**config.mk**
```make
export PLATFORM = sky130hd
export DESIGN_NAME = rpc_ctrl
export DESIGN_NICKNAME = d
export VERILOG_FILES = /design/src/hw/rpc_pkg.sv /design/src/hw/rpc_ctrl.sv
export VERILOG_INCLUDE_DIRS = /design/src /design/src/hw
export SDC_FILE = /design/constraint.sdc
export NUM_CORES = 1
export LEC_CHECK = 0
export BUFFER_PORTS_ARGS = -buffer_cell sky130_fd_sc_hd__buf_2
export CORE_MARGIN = 3
export CORE_UTILIZATION = 50
export CTS_CLUSTER_SIZE = 24
export DETAILED_ROUTE_END_ITERATION = 6
export GPL_TIMING_DRIVEN = 0
export PLACE_DENSITY = 0.83
export SLEW_MARGIN = 15
export SYNTH_ARGS = -nofsm -noshare
export SYNTH_HDL_FRONTEND = slang
export SYNTH_SLANG_ARGS = --single-unit
```
**constraint.sdc**
```tcl
create_clock -name clk -period 4.1 [get_ports clk]
set_input_delay 0.205 -clock clk [delete_from_list [all_inputs] [get_ports clk]]
set_output_delay 0.205 -clock clk [all_outputs]
set_load 0.02 [all_outputs]
```
**src/hw/rpc_cfg.svh**
```systemverilog
`ifndef RPC_CFG_SVH
`define RPC_CFG_SVH

// object dictionary indices and subindices
`define RPC_IDX_CTRL      16'h4200
`define RPC_IDX_STAT      16'h4201
`define RPC_IDX_MASK_WR   16'h4202
`define RPC_IDX_MASK_RB   16'h4203
`define RPC_SUB_COUNT     8'h00
`define RPC_SUB_MASK_LO   8'h01
`define RPC_SUB_MASK_HI   8'h02
`define RPC_SUB_COUNT_VAL 32'h0000_0002

// control word request values and bit positions
`define RPC_CTRL_RECFG_BIT 0
`define RPC_CTRL_START_BIT 1
`define RPC_CTRL_RECFG     16'h0001
`define RPC_CTRL_START     16'h0002
`define RPC_CTRL_RESET     16'h0000

// status word codes
`define RPC_ST_BUSY        16'h0000
`define RPC_ST_RECFG_DONE  16'h0001
`define RPC_ST_START_DONE  16'h0002
`define RPC_ST_RECFG_FAIL  16'h0100
`define RPC_ST_START_FAIL  16'h0200
`define RPC_ST_WRONG       16'h1000
`define RPC_ST_FOREIGN     16'h1100
`define RPC_ST_TOOL        16'h1200

// reset values
`define RPC_MASK_RESET     32'h0000_0000

`endif

```
**src/hw/rpc_pkg.sv**
```systemverilog
package rpc_pkg;

  // one object dictionary access from the transfer layer
  typedef struct packed {
    logic        valid;
    logic        write;
    logic [15:0] index;
    logic [7:0]  sub;
    logic [31:0] data;
  } rpc_sdo_req_type;

  // answer to that access, one cycle later
  typedef struct packed {
    logic        valid;
    logic        abort;
    logic [31:0] data;
  } rpc_sdo_rsp_type;

  typedef enum logic [2:0] {
    RPC_IDLE    = 3'b000,
    RPC_STORE   = 3'b001,
    RPC_BOOT    = 3'b010,
    RPC_READY   = 3'b011,
    RPC_START   = 3'b100,
    RPC_RUNNING = 3'b101
  } rpc_state_type;

endpackage

```
**src/hw/rpc_ctrl.sv**
```systemverilog
`timescale 1ns/1ps
`include "rpc_cfg.svh"

// Behaviour
// - four extra objects when option enabled
// - control word at index 4200
// - status word at index 4201
// - control word 16-bit read/write, SDO only
// - bit 0 requests reconfiguration
// - never enter run without start request
// - requests during test mode ignored, flagged
// - status word 16-bit read-only progress/errors
// - status 0000 idle or in progress
// - mask applied reports 0001, waits start
// - start done reports 0002, exchange allowed
// - failures report 0100 or 0200
// - malformed request refused with 1000
// - foreign module marked absent gives 1100
// - tool in control gives 1200
// - only defined status codes ever produced
// - write mask at 4202, count two
// - second mask subindex ignored
// - write mask reads of subindex 1 and 2 answer abort
// - set bit absent, clear bit present
// - mask in use readable subindex 1
// - readback mask at index 4203
// - busy, store mask, reboot, then 0001
module rpc_ctrl (
  input  wire logic                     clk,
  input  wire logic                     sys_rst,
  input  wire logic                     opt_en,
  input  wire logic                     test_mode,
  input  wire logic                     tool_ctrl,
  input  wire rpc_pkg::rpc_sdo_req_type sdo_req,
  output rpc_pkg::rpc_sdo_rsp_type      sdo_rsp,
  input  wire logic [31:0]              foreign_map,
  input  wire logic                     nv_done,
  input  wire logic                     nv_fail,
  input  wire logic                     boot_done,
  input  wire logic                     boot_fail,
  input  wire logic                     run_done,
  input  wire logic                     run_fail,
  output logic                          nv_store_req,
  output logic [31:0]                   nv_store_mask,
  output logic                          boot_req,
  output logic                          run_req,
  output logic                          data_exchange_en,
  output logic [15:0]                   island_status_word
);
  import rpc_pkg::*;

  // ************************************************************
  // pin synchronisers
  // ************************************************************
  logic [2:0]      pin_meta_q;
  logic [2:0]      pin_sync_q;
  logic            opt_en_s;
  logic            test_mode_s;
  logic            tool_ctrl_s;

  // first stage feeds only the second stage
  always_ff @(posedge clk or posedge sys_rst)
  begin
    if (sys_rst)
    begin
      pin_meta_q <= 3'h0;
      pin_sync_q <= 3'h0;
    end
    else
    begin
      pin_meta_q <= {tool_ctrl, test_mode, opt_en};
      pin_sync_q <= pin_meta_q;
    end
  end

  assign opt_en_s    = pin_sync_q[0];
  assign test_mode_s = pin_sync_q[1];
  assign tool_ctrl_s = pin_sync_q[2];

  // ************************************************************
  // state and registers
  // ************************************************************
  rpc_state_type   state_q;
  rpc_state_type   state_d;
  logic [15:0]     ctrl_q;
  logic [15:0]     status_q;
  logic [15:0]     status_d;
  logic [31:0]     mask_wr_q;
  logic [31:0]     mask_use_q;
  rpc_sdo_rsp_type rsp_q;
  rpc_sdo_rsp_type rsp_d;
  logic            nv_req_q;
  logic            boot_req_q;
  logic            run_req_q;
  logic            exch_q;

  // ************************************************************
  // object decode
  // ************************************************************
  // objects exist only with option
  wire hit_ctrl   = opt_en_s && (sdo_req.index == `RPC_IDX_CTRL);
  wire hit_stat   = opt_en_s && (sdo_req.index == `RPC_IDX_STAT);
  wire hit_mwr    = opt_en_s && (sdo_req.index == `RPC_IDX_MASK_WR);
  wire hit_mrb    = opt_en_s && (sdo_req.index == `RPC_IDX_MASK_RB);
  wire sub0       = (sdo_req.sub == `RPC_SUB_COUNT);
  wire sub1       = (sdo_req.sub == `RPC_SUB_MASK_LO);
  wire sub2       = (sdo_req.sub == `RPC_SUB_MASK_HI);
  wire rd         = sdo_req.valid && !sdo_req.write;
  wire wr         = sdo_req.valid && sdo_req.write;

  wire wr_ctrl    = wr && hit_ctrl && sub0;
  wire rd_ctrl    = rd && hit_ctrl && sub0;
  wire rd_stat    = rd && hit_stat && sub0;
  wire rd_mwr_cnt = rd && hit_mwr && sub0;
  wire wr_mask_lo = wr && hit_mwr && sub1;
  wire wr_mask_hi = wr && hit_mwr && sub2;
  wire rd_mrb_cnt = rd && hit_mrb && sub0;
  wire rd_mrb_lo  = rd && hit_mrb && sub1;
  wire rd_mrb_hi  = rd && hit_mrb && sub2;
  // everything else, including write mask subindex 1 and 2 reads, aborts
  wire acc_ok     = wr_ctrl | rd_ctrl | rd_stat | rd_mwr_cnt | wr_mask_lo | wr_mask_hi
                  | rd_mrb_cnt | rd_mrb_lo | rd_mrb_hi;

  // ************************************************************
  // control request classification
  // ************************************************************
  // bit 0 alone asks for reconfiguration
  wire is_recfg   = (sdo_req.data[15:0] == `RPC_CTRL_RECFG);
  // bit 1 alone asks for start
  wire is_start   = (sdo_req.data[15:0] == `RPC_CTRL_START);
  wire is_none    = (sdo_req.data[15:0] == `RPC_CTRL_RESET);
  wire busy_st    = (state_q == RPC_STORE) || (state_q == RPC_BOOT) || (state_q == RPC_START);
  // a foreign module may never be marked absent
  wire foreign_bad = |(mask_wr_q & foreign_map);

  wire ref_test   = wr_ctrl && test_mode_s;
  wire ref_tool   = wr_ctrl && !test_mode_s && tool_ctrl_s;
  // a request while busy is dropped without trace, master must wait
  wire drop_busy  = wr_ctrl && !test_mode_s && !tool_ctrl_s && busy_st;
  wire ctrl_free  = wr_ctrl && !test_mode_s && !tool_ctrl_s && !busy_st;
  // unknown value, or start in idle or running (start while busy is dropped)
  wire ref_wrong  = ctrl_free && !is_none && ((!is_recfg && !is_start)
                  || (is_start && state_q != RPC_READY));
  wire ref_foreign = ctrl_free && is_recfg && foreign_bad;
  wire go_recfg   = ctrl_free && is_recfg && !foreign_bad;
  wire go_start   = ctrl_free && is_start && (state_q == RPC_READY);
  wire ctrl_store = ctrl_free && !ref_wrong && !ref_foreign;

  // ************************************************************
  // sequencer
  // ************************************************************
  // busy, store, reboot, done; run only on start
  always_comb
  begin
    state_d  = state_q;
    status_d = status_q;
    unique case (state_q)
      RPC_IDLE, RPC_READY, RPC_RUNNING:
      begin
        if (go_recfg)
        begin
          state_d  = RPC_STORE;
          status_d = `RPC_ST_BUSY;
        end
        else if (go_start)
        begin
          state_d  = RPC_START;
          status_d = `RPC_ST_BUSY;
        end
      end
      RPC_STORE:
      begin
        if (nv_fail)
        begin
          state_d  = RPC_IDLE;
          status_d = `RPC_ST_RECFG_FAIL;
        end
        else if (nv_done)
          state_d = RPC_BOOT;
      end
      RPC_BOOT:
      begin
        if (boot_fail)
        begin
          state_d  = RPC_IDLE;
          status_d = `RPC_ST_RECFG_FAIL;
        end
        else if (boot_done)
        begin
          state_d  = RPC_READY;
          status_d = `RPC_ST_RECFG_DONE;
        end
      end
      RPC_START:
      begin
        // failed start stays ready to retry
        if (run_fail)
        begin
          state_d  = RPC_READY;
          status_d = `RPC_ST_START_FAIL;
        end
        else if (run_done)
        begin
          state_d  = RPC_RUNNING;
          status_d = `RPC_ST_START_DONE;
        end
      end
    endcase
    // refusal codes are the only other values
    if (ref_test || ref_wrong)
      status_d = `RPC_ST_WRONG;
    else if (ref_tool)
      status_d = `RPC_ST_TOOL;
    else if (ref_foreign)
      status_d = `RPC_ST_FOREIGN;
  end

  // status is 0000 out of reset
  always_ff @(posedge clk or posedge sys_rst)
  begin
    if (sys_rst)
    begin
      state_q  <= RPC_IDLE;
      status_q <= `RPC_ST_BUSY;
    end
    else
    begin
      state_q  <= state_d;
      status_q <= status_d;
    end
  end

  // ************************************************************
  // object storage
  // ************************************************************
  // control word keeps accepted values; mask kept raw
  always_ff @(posedge clk or posedge sys_rst)
  begin
    if (sys_rst)
    begin
      ctrl_q     <= `RPC_CTRL_RESET;
      mask_wr_q  <= `RPC_MASK_RESET;
      mask_use_q <= `RPC_MASK_RESET;
    end
    else
    begin
      if (ctrl_store)
        ctrl_q <= sdo_req.data[15:0];
      if (wr_mask_lo)
        mask_wr_q <= sdo_req.data;
      // mask in use follows a successful reboot
      if (state_q == RPC_BOOT && boot_done && !boot_fail)
        mask_use_q <= mask_wr_q;
    end
  end

  // ************************************************************
  // island handshakes
  // ************************************************************
  // one-cycle request pulses; exchange opens only after start
  always_ff @(posedge clk or posedge sys_rst)
  begin
    if (sys_rst)
    begin
      nv_req_q   <= 1'b0;
      boot_req_q <= 1'b0;
      run_req_q  <= 1'b0;
      exch_q     <= 1'b0;
    end
    else
    begin
      nv_req_q   <= go_recfg;
      boot_req_q <= (state_q == RPC_STORE) && nv_done && !nv_fail;
      run_req_q  <= go_start;
      exch_q     <= (state_d == RPC_RUNNING);
    end
  end

  // ************************************************************
  // sdo answer
  // ************************************************************
  // status read back, never written
  always_comb
  begin
    rsp_d.valid = sdo_req.valid;
    rsp_d.abort = sdo_req.valid && !acc_ok;
    rsp_d.data  = 32'h0000_0000;
    if (rd_ctrl)
      rsp_d.data = {16'h0000, ctrl_q};
    else if (rd_stat)
      rsp_d.data = {16'h0000, status_q};
    else if (rd_mwr_cnt || rd_mrb_cnt)
      rsp_d.data = `RPC_SUB_COUNT_VAL;
    else if (rd_mrb_lo)
      rsp_d.data = mask_use_q;
    else if (rd_mrb_hi)
      rsp_d.data = 32'h0000_0000;
  end

  always_ff @(posedge clk or posedge sys_rst)
  begin
    if (sys_rst)
      rsp_q <= '0;
    else
      rsp_q <= rsp_d;
  end

  assign sdo_rsp            = rsp_q;
  // bit n is island position n+1, passed unchanged
  assign nv_store_mask      = mask_wr_q;
  assign nv_store_req       = nv_req_q;
  assign boot_req           = boot_req_q;
  assign run_req            = run_req_q;
  assign data_exchange_en   = exch_q;
  assign island_status_word = status_q;

  // ************************************************************
  // assertions
  // ************************************************************
  a_test_refusal: assert property (@(posedge clk) disable iff (sys_rst)
    (wr_ctrl && test_mode_s) |=> (island_status_word == `RPC_ST_WRONG) && !nv_store_req && !run_req)
    else $error("test mode request not refused");

  a_tool_refusal: assert property (@(posedge clk) disable iff (sys_rst)
    (wr_ctrl && !test_mode_s && tool_ctrl_s) |=> (island_status_word == `RPC_ST_TOOL))
    else $error("tool control request not refused");

  a_foreign_refusal: assert property (@(posedge clk) disable iff (sys_rst)
    (ctrl_free && is_recfg && |(mask_wr_q & foreign_map)) |=> (island_status_word == `RPC_ST_FOREIGN))
    else $error("foreign absent mask not refused");

  a_recfg_busy: assert property (@(posedge clk) disable iff (sys_rst)
    go_recfg |=> nv_store_req && (island_status_word == `RPC_ST_BUSY) && (nv_store_mask == $past(mask_wr_q)))
    else $error("reconfiguration did not start storage busy");

  a_recfg_done: assert property (@(posedge clk) disable iff (sys_rst)
    (state_q == RPC_BOOT && boot_done && !boot_fail)
      |=> (island_status_word == `RPC_ST_RECFG_DONE) && (mask_use_q == mask_wr_q) && !data_exchange_en)
    else $error("reconfiguration done not reported");

  a_boot_after_store: assert property (@(posedge clk) disable iff (sys_rst)
    (state_q == RPC_STORE && nv_done && !nv_fail) |=> boot_req && (island_status_word == `RPC_ST_BUSY))
    else $error("reboot not requested after storage");

  a_run_gated: assert property (@(posedge clk) disable iff (sys_rst)
    $rose(data_exchange_en) |-> $past(state_q) == RPC_START && $past(run_done))
    else $error("run entered without start request");

  a_start_done: assert property (@(posedge clk) disable iff (sys_rst)
    (state_q == RPC_START && run_done && !run_fail)
      |=> (island_status_word == `RPC_ST_START_DONE) && data_exchange_en)
    else $error("start done not reported");

  a_fail_codes: assert property (@(posedge clk) disable iff (sys_rst)
    (state_q == RPC_START && run_fail) |=> (island_status_word == `RPC_ST_START_FAIL))
    else $error("start failure not reported");

  a_status_legal: assert property (@(posedge clk) disable iff (sys_rst)
    island_status_word inside {`RPC_ST_BUSY, `RPC_ST_RECFG_DONE, `RPC_ST_START_DONE, `RPC_ST_RECFG_FAIL,
                               `RPC_ST_START_FAIL, `RPC_ST_WRONG, `RPC_ST_FOREIGN, `RPC_ST_TOOL})
    else $error("reserved status code produced");

  a_mask_read_abort: assert property (@(posedge clk) disable iff (sys_rst)
    (rd && hit_mwr && !sub0) |=> sdo_rsp.valid && sdo_rsp.abort)
    else $error("write mask read not aborted");

  a_hi_ignored: assert property (@(posedge clk) disable iff (sys_rst)
    (wr_mask_hi && !wr_mask_lo) |=> $stable(mask_wr_q) && sdo_rsp.valid && !sdo_rsp.abort)
    else $error("second mask word not ignored");

  a_readback_mask: assert property (@(posedge clk) disable iff (sys_rst)
    rd_mrb_lo |=> sdo_rsp.data == $past(mask_use_q) && !sdo_rsp.abort)
    else $error("readback mask wrong");

endmodule

```
==> results.yml <==
place:
  portBuffers: 175
  dp_hpwl_um: 10870
  gp_congestion: 0.9074
critical_path:
  path_class: "reg -> reg"
  cp-end-kind: "register"
  critPathArrivalTime_ps: 3130
  setup.worst_path.start_class: "register"
  path_max_fanout: 6
  crit_path_start: "nv_store_mask[11]"
  reg2reg_from: "nv_store_mask[11]"
  required_ps: 4510
logic_synthesis:
  synth_top_cell_by_area: "dfrtp_1"
  ys_top_cells_by_area: "dfrtp_1, mux2_2, and2_1"
  avgSynthCellArea_sq_um: 12.96
  synth_area_sq_um: 5523
  yosysWarnings: 0
  seq_area_frac_synth: 0.5981
  syn_inst: 426
  synth_edf_count: 0
  synthArstFlopShare: 1.000
  synth.distinct_cells: 58
  synth.ff_latch_count: 132
  synthFlopType: "dfrtp_1"
  synth_top_area_frac: 0.5981
sta:
  rsz0062_at_grt: "no"
  setup_tns_ps: 0
  tightest_slew_ps: 792.9
  slew_violations: 0
  finClkSkew_ps: 8.859
  hold_viol: 0
  slew_headroom: 0.4670
  period_share: 0.6619
  fin_crit_ps: 2714
  setup_viol: 0
  fmax_ghz: 0.3685
global_route:
  grt_use_met1: 0.3148
  busiest_layer: "met2"
  grt_pass1_wl_um: 24220
  use_met2: 0.4175
  grt_max_degree: 94
  antenna_found_initial: 0
  grt_pass1_vias: 4558
  track_usage: 0.2530
  use_met3: 0.06441
  overflow: 0
finish:
  nFillCells: 749
  final_common_cell: "buf_2"
  diodes: 0
  syn2layout_area_growth_pct: 37.90
  final_util: 0.7216
  fin_nets: 771
  final_cell_mix: "buf_2, dfrtp_1, mux2_2, dlygate4sd3_1, and2_1"
  layout-drive-gt1-share: 0.4405
route:
  wl_per_cell_um: 18.83
  ant_nets: 0
  drt_iter0_drc: 302
  vias: 4446
  drtPass1Iterations: 5
  drc: 0
  finalWirelength_um: 15390
  post_drt_via_cell_ratio: 5.442
clocking:
  path_clk_slew_ps: 60
  cts_tree: "yes"
  cts.path.max_buffers: 2
  cts_root_buf: "clkbuf_8"
  cts_setup_buffers: 0
  htreeDepth: 4
  clkLatencyLatePin_ps: 520
  numCtsBuffers: 17
  cts.sinks: 132
run_status:
  outcome: "finished, final reports clean"
floorplanning:
  io_pins: 187
  dieArea_sq_um: 12340
  start_util: 0.5232
  core-area_sq_um: 10560
  die_y_um: 111.1
  die_w_um: 111.1
  rows: 37
worst_hold_path:
  hold_path.class: "in -> reg"
  worstHoldStart: "sdo_req[0]"
pwr:
  ir_drop_mv: 0.2728
  p_leak_nw: 4.028
  power_density_nw_per_um2: 434.9
flow_run:
  max-cap-violations: 0
-- final cells by class --
cell class	instances	area [sq um]	area share
Tap cell	136	170.2	0.02234
Multi-Input combinational cell	270	2078	0.2729
Clock inverter	11	155.1	0.02037
Clock buffer	19	431.7	0.05668
Sequential cell	132	3303	0.4337
Buffer	28	156.4	0.02054
Inverter	6	27.53	0.003614
Timing Repair Buffer	215	1294	0.1699
-- where the power goes --
group	switching (mW)	total, mW	leakage (nW)	internal, mW
clock network	0.560	1.50	0.273	0.939
registers	0.0197	1.35	1.82	1.33
logic	0.255	0.465	1.94	0.211
-- flip-flops by register name, summed over array words and instances, names as in the netlist --
signal / cells
sdo_rsp: 34
mask_use_q: 32
island_status_word: 5
pin_meta_q: 3
nv_store_mask: 32
run_req: 1
state_q: 3
data_exchange_en: 1
pin_sync_q: 3
nv_store_req: 1
ctrl_q: 16
boot_req: 1
-- cells by family (layout without fill, tap and decap cells) --
family	after synthesis	after routing	synth area share
AOI/OAI and AO/OA	70	70	0.09561
xor gates and xnor gates	2	2	0.003172
buffers and inverters	34	279	0.03240
DFF	132	132	0.5981
muxes	71	71	0.1436
other	1	11	0.0006790
and+or+nand+nor	116	116	0.1264
-- through the flow --
step / setup slack, ps / power, mW / std cells / hold slack, ps / area [sq um]
final: 1386 / 3.312 / 817 / 23.40 / 7616
after CTS: 1369 / 3.316 / 817 / 4.084 / 7616
after global routing: 1232 / 3.443 / 817 / 24.42 / 7616
after global placement: -760.3 / 1.787 / 747 / 314.6 / 6606
after floorplan: 369.0 / 1.657 / 436 / 236.4 / 5560
after detailed placement: 1416 / 1.798 / 748 / 232.2 / 6639
-- critical path: stages, from the launching register on --
cell       delay [ps]
dfrtp_1           430
a22oi_1           330
nand4_1           210
nor4_2            740
o2111ai_1         410
a21o_1            270
a211oi_1          210
-- synth_stat cells, types with 2 or more instances --
| master | n |
|---|---|
| nor4_2 | 2 |
| nor3_1 | 6 |
| clkbuf_1 | 7 |
| dfrtp_1 | 132 |
| buf_2 | 8 |
| a21o_1 | 2 |
| nor3b_1 | 3 |
| nor4b_1 | 2 |
| buf_4 | 11 |
| o2bb2ai_1 | 4 |
| nor2_1 | 14 |
| or3_1 | 3 |
| nand4b_1 | 2 |
| inv_1 | 6 |
| or3b_1 | 2 |
| nor4_1 | 6 |
| a22oi_1 | 16 |
| nand2b_1 | 4 |
| a21oi_1 | 12 |
| mux2_2 | 66 |
| o22ai_1 | 3 |
| o21a_1 | 2 |
| xnor2_1 | 2 |
| nor2b_1 | 4 |
| mux2i_1 | 5 |
| nand4_1 | 10 |
| a22o_1 | 11 |
| nand2_1 | 14 |
| buf_1 | 2 |
| o2111ai_1 | 2 |
| o21ai_0 | 2 |
| nand3_1 | 6 |
| and2_1 | 30 |
-- per-layer routing --
| metal | vias up | routed length [um] |
|---|---|---|
| met2 | 185 | 7664 |
| met1 | 2191 | 6284 |
| met5 | - | 0 |
| met3 | 44 | 923 |
| met4 | 0 | 514 |
| li1 | 2026 | - |
-- worst paths after layout --
check | cells after the start | slack [ps] | endpoint
max | 6 | 1390 | data_exchange_en
min | 2 | 20 | nv_store_mask[0]
max reg2reg | 6 | 1390 | data_exchange_en
min reg2reg | 0 | 350 | pin_sync_q[0]
max in group asynchronous | 4 | 3120 | mask_use_q[29]
min in group asynchronous | 3 | 220 | ctrl_q[15]
-- what timing repair did --
action	in CTS	in global routing
gates resized for setup	0	0
hold buffers	39	0
endpoints found under the hold margin	75	0
No activity file was read; power rests on OpenSTA's default activity.
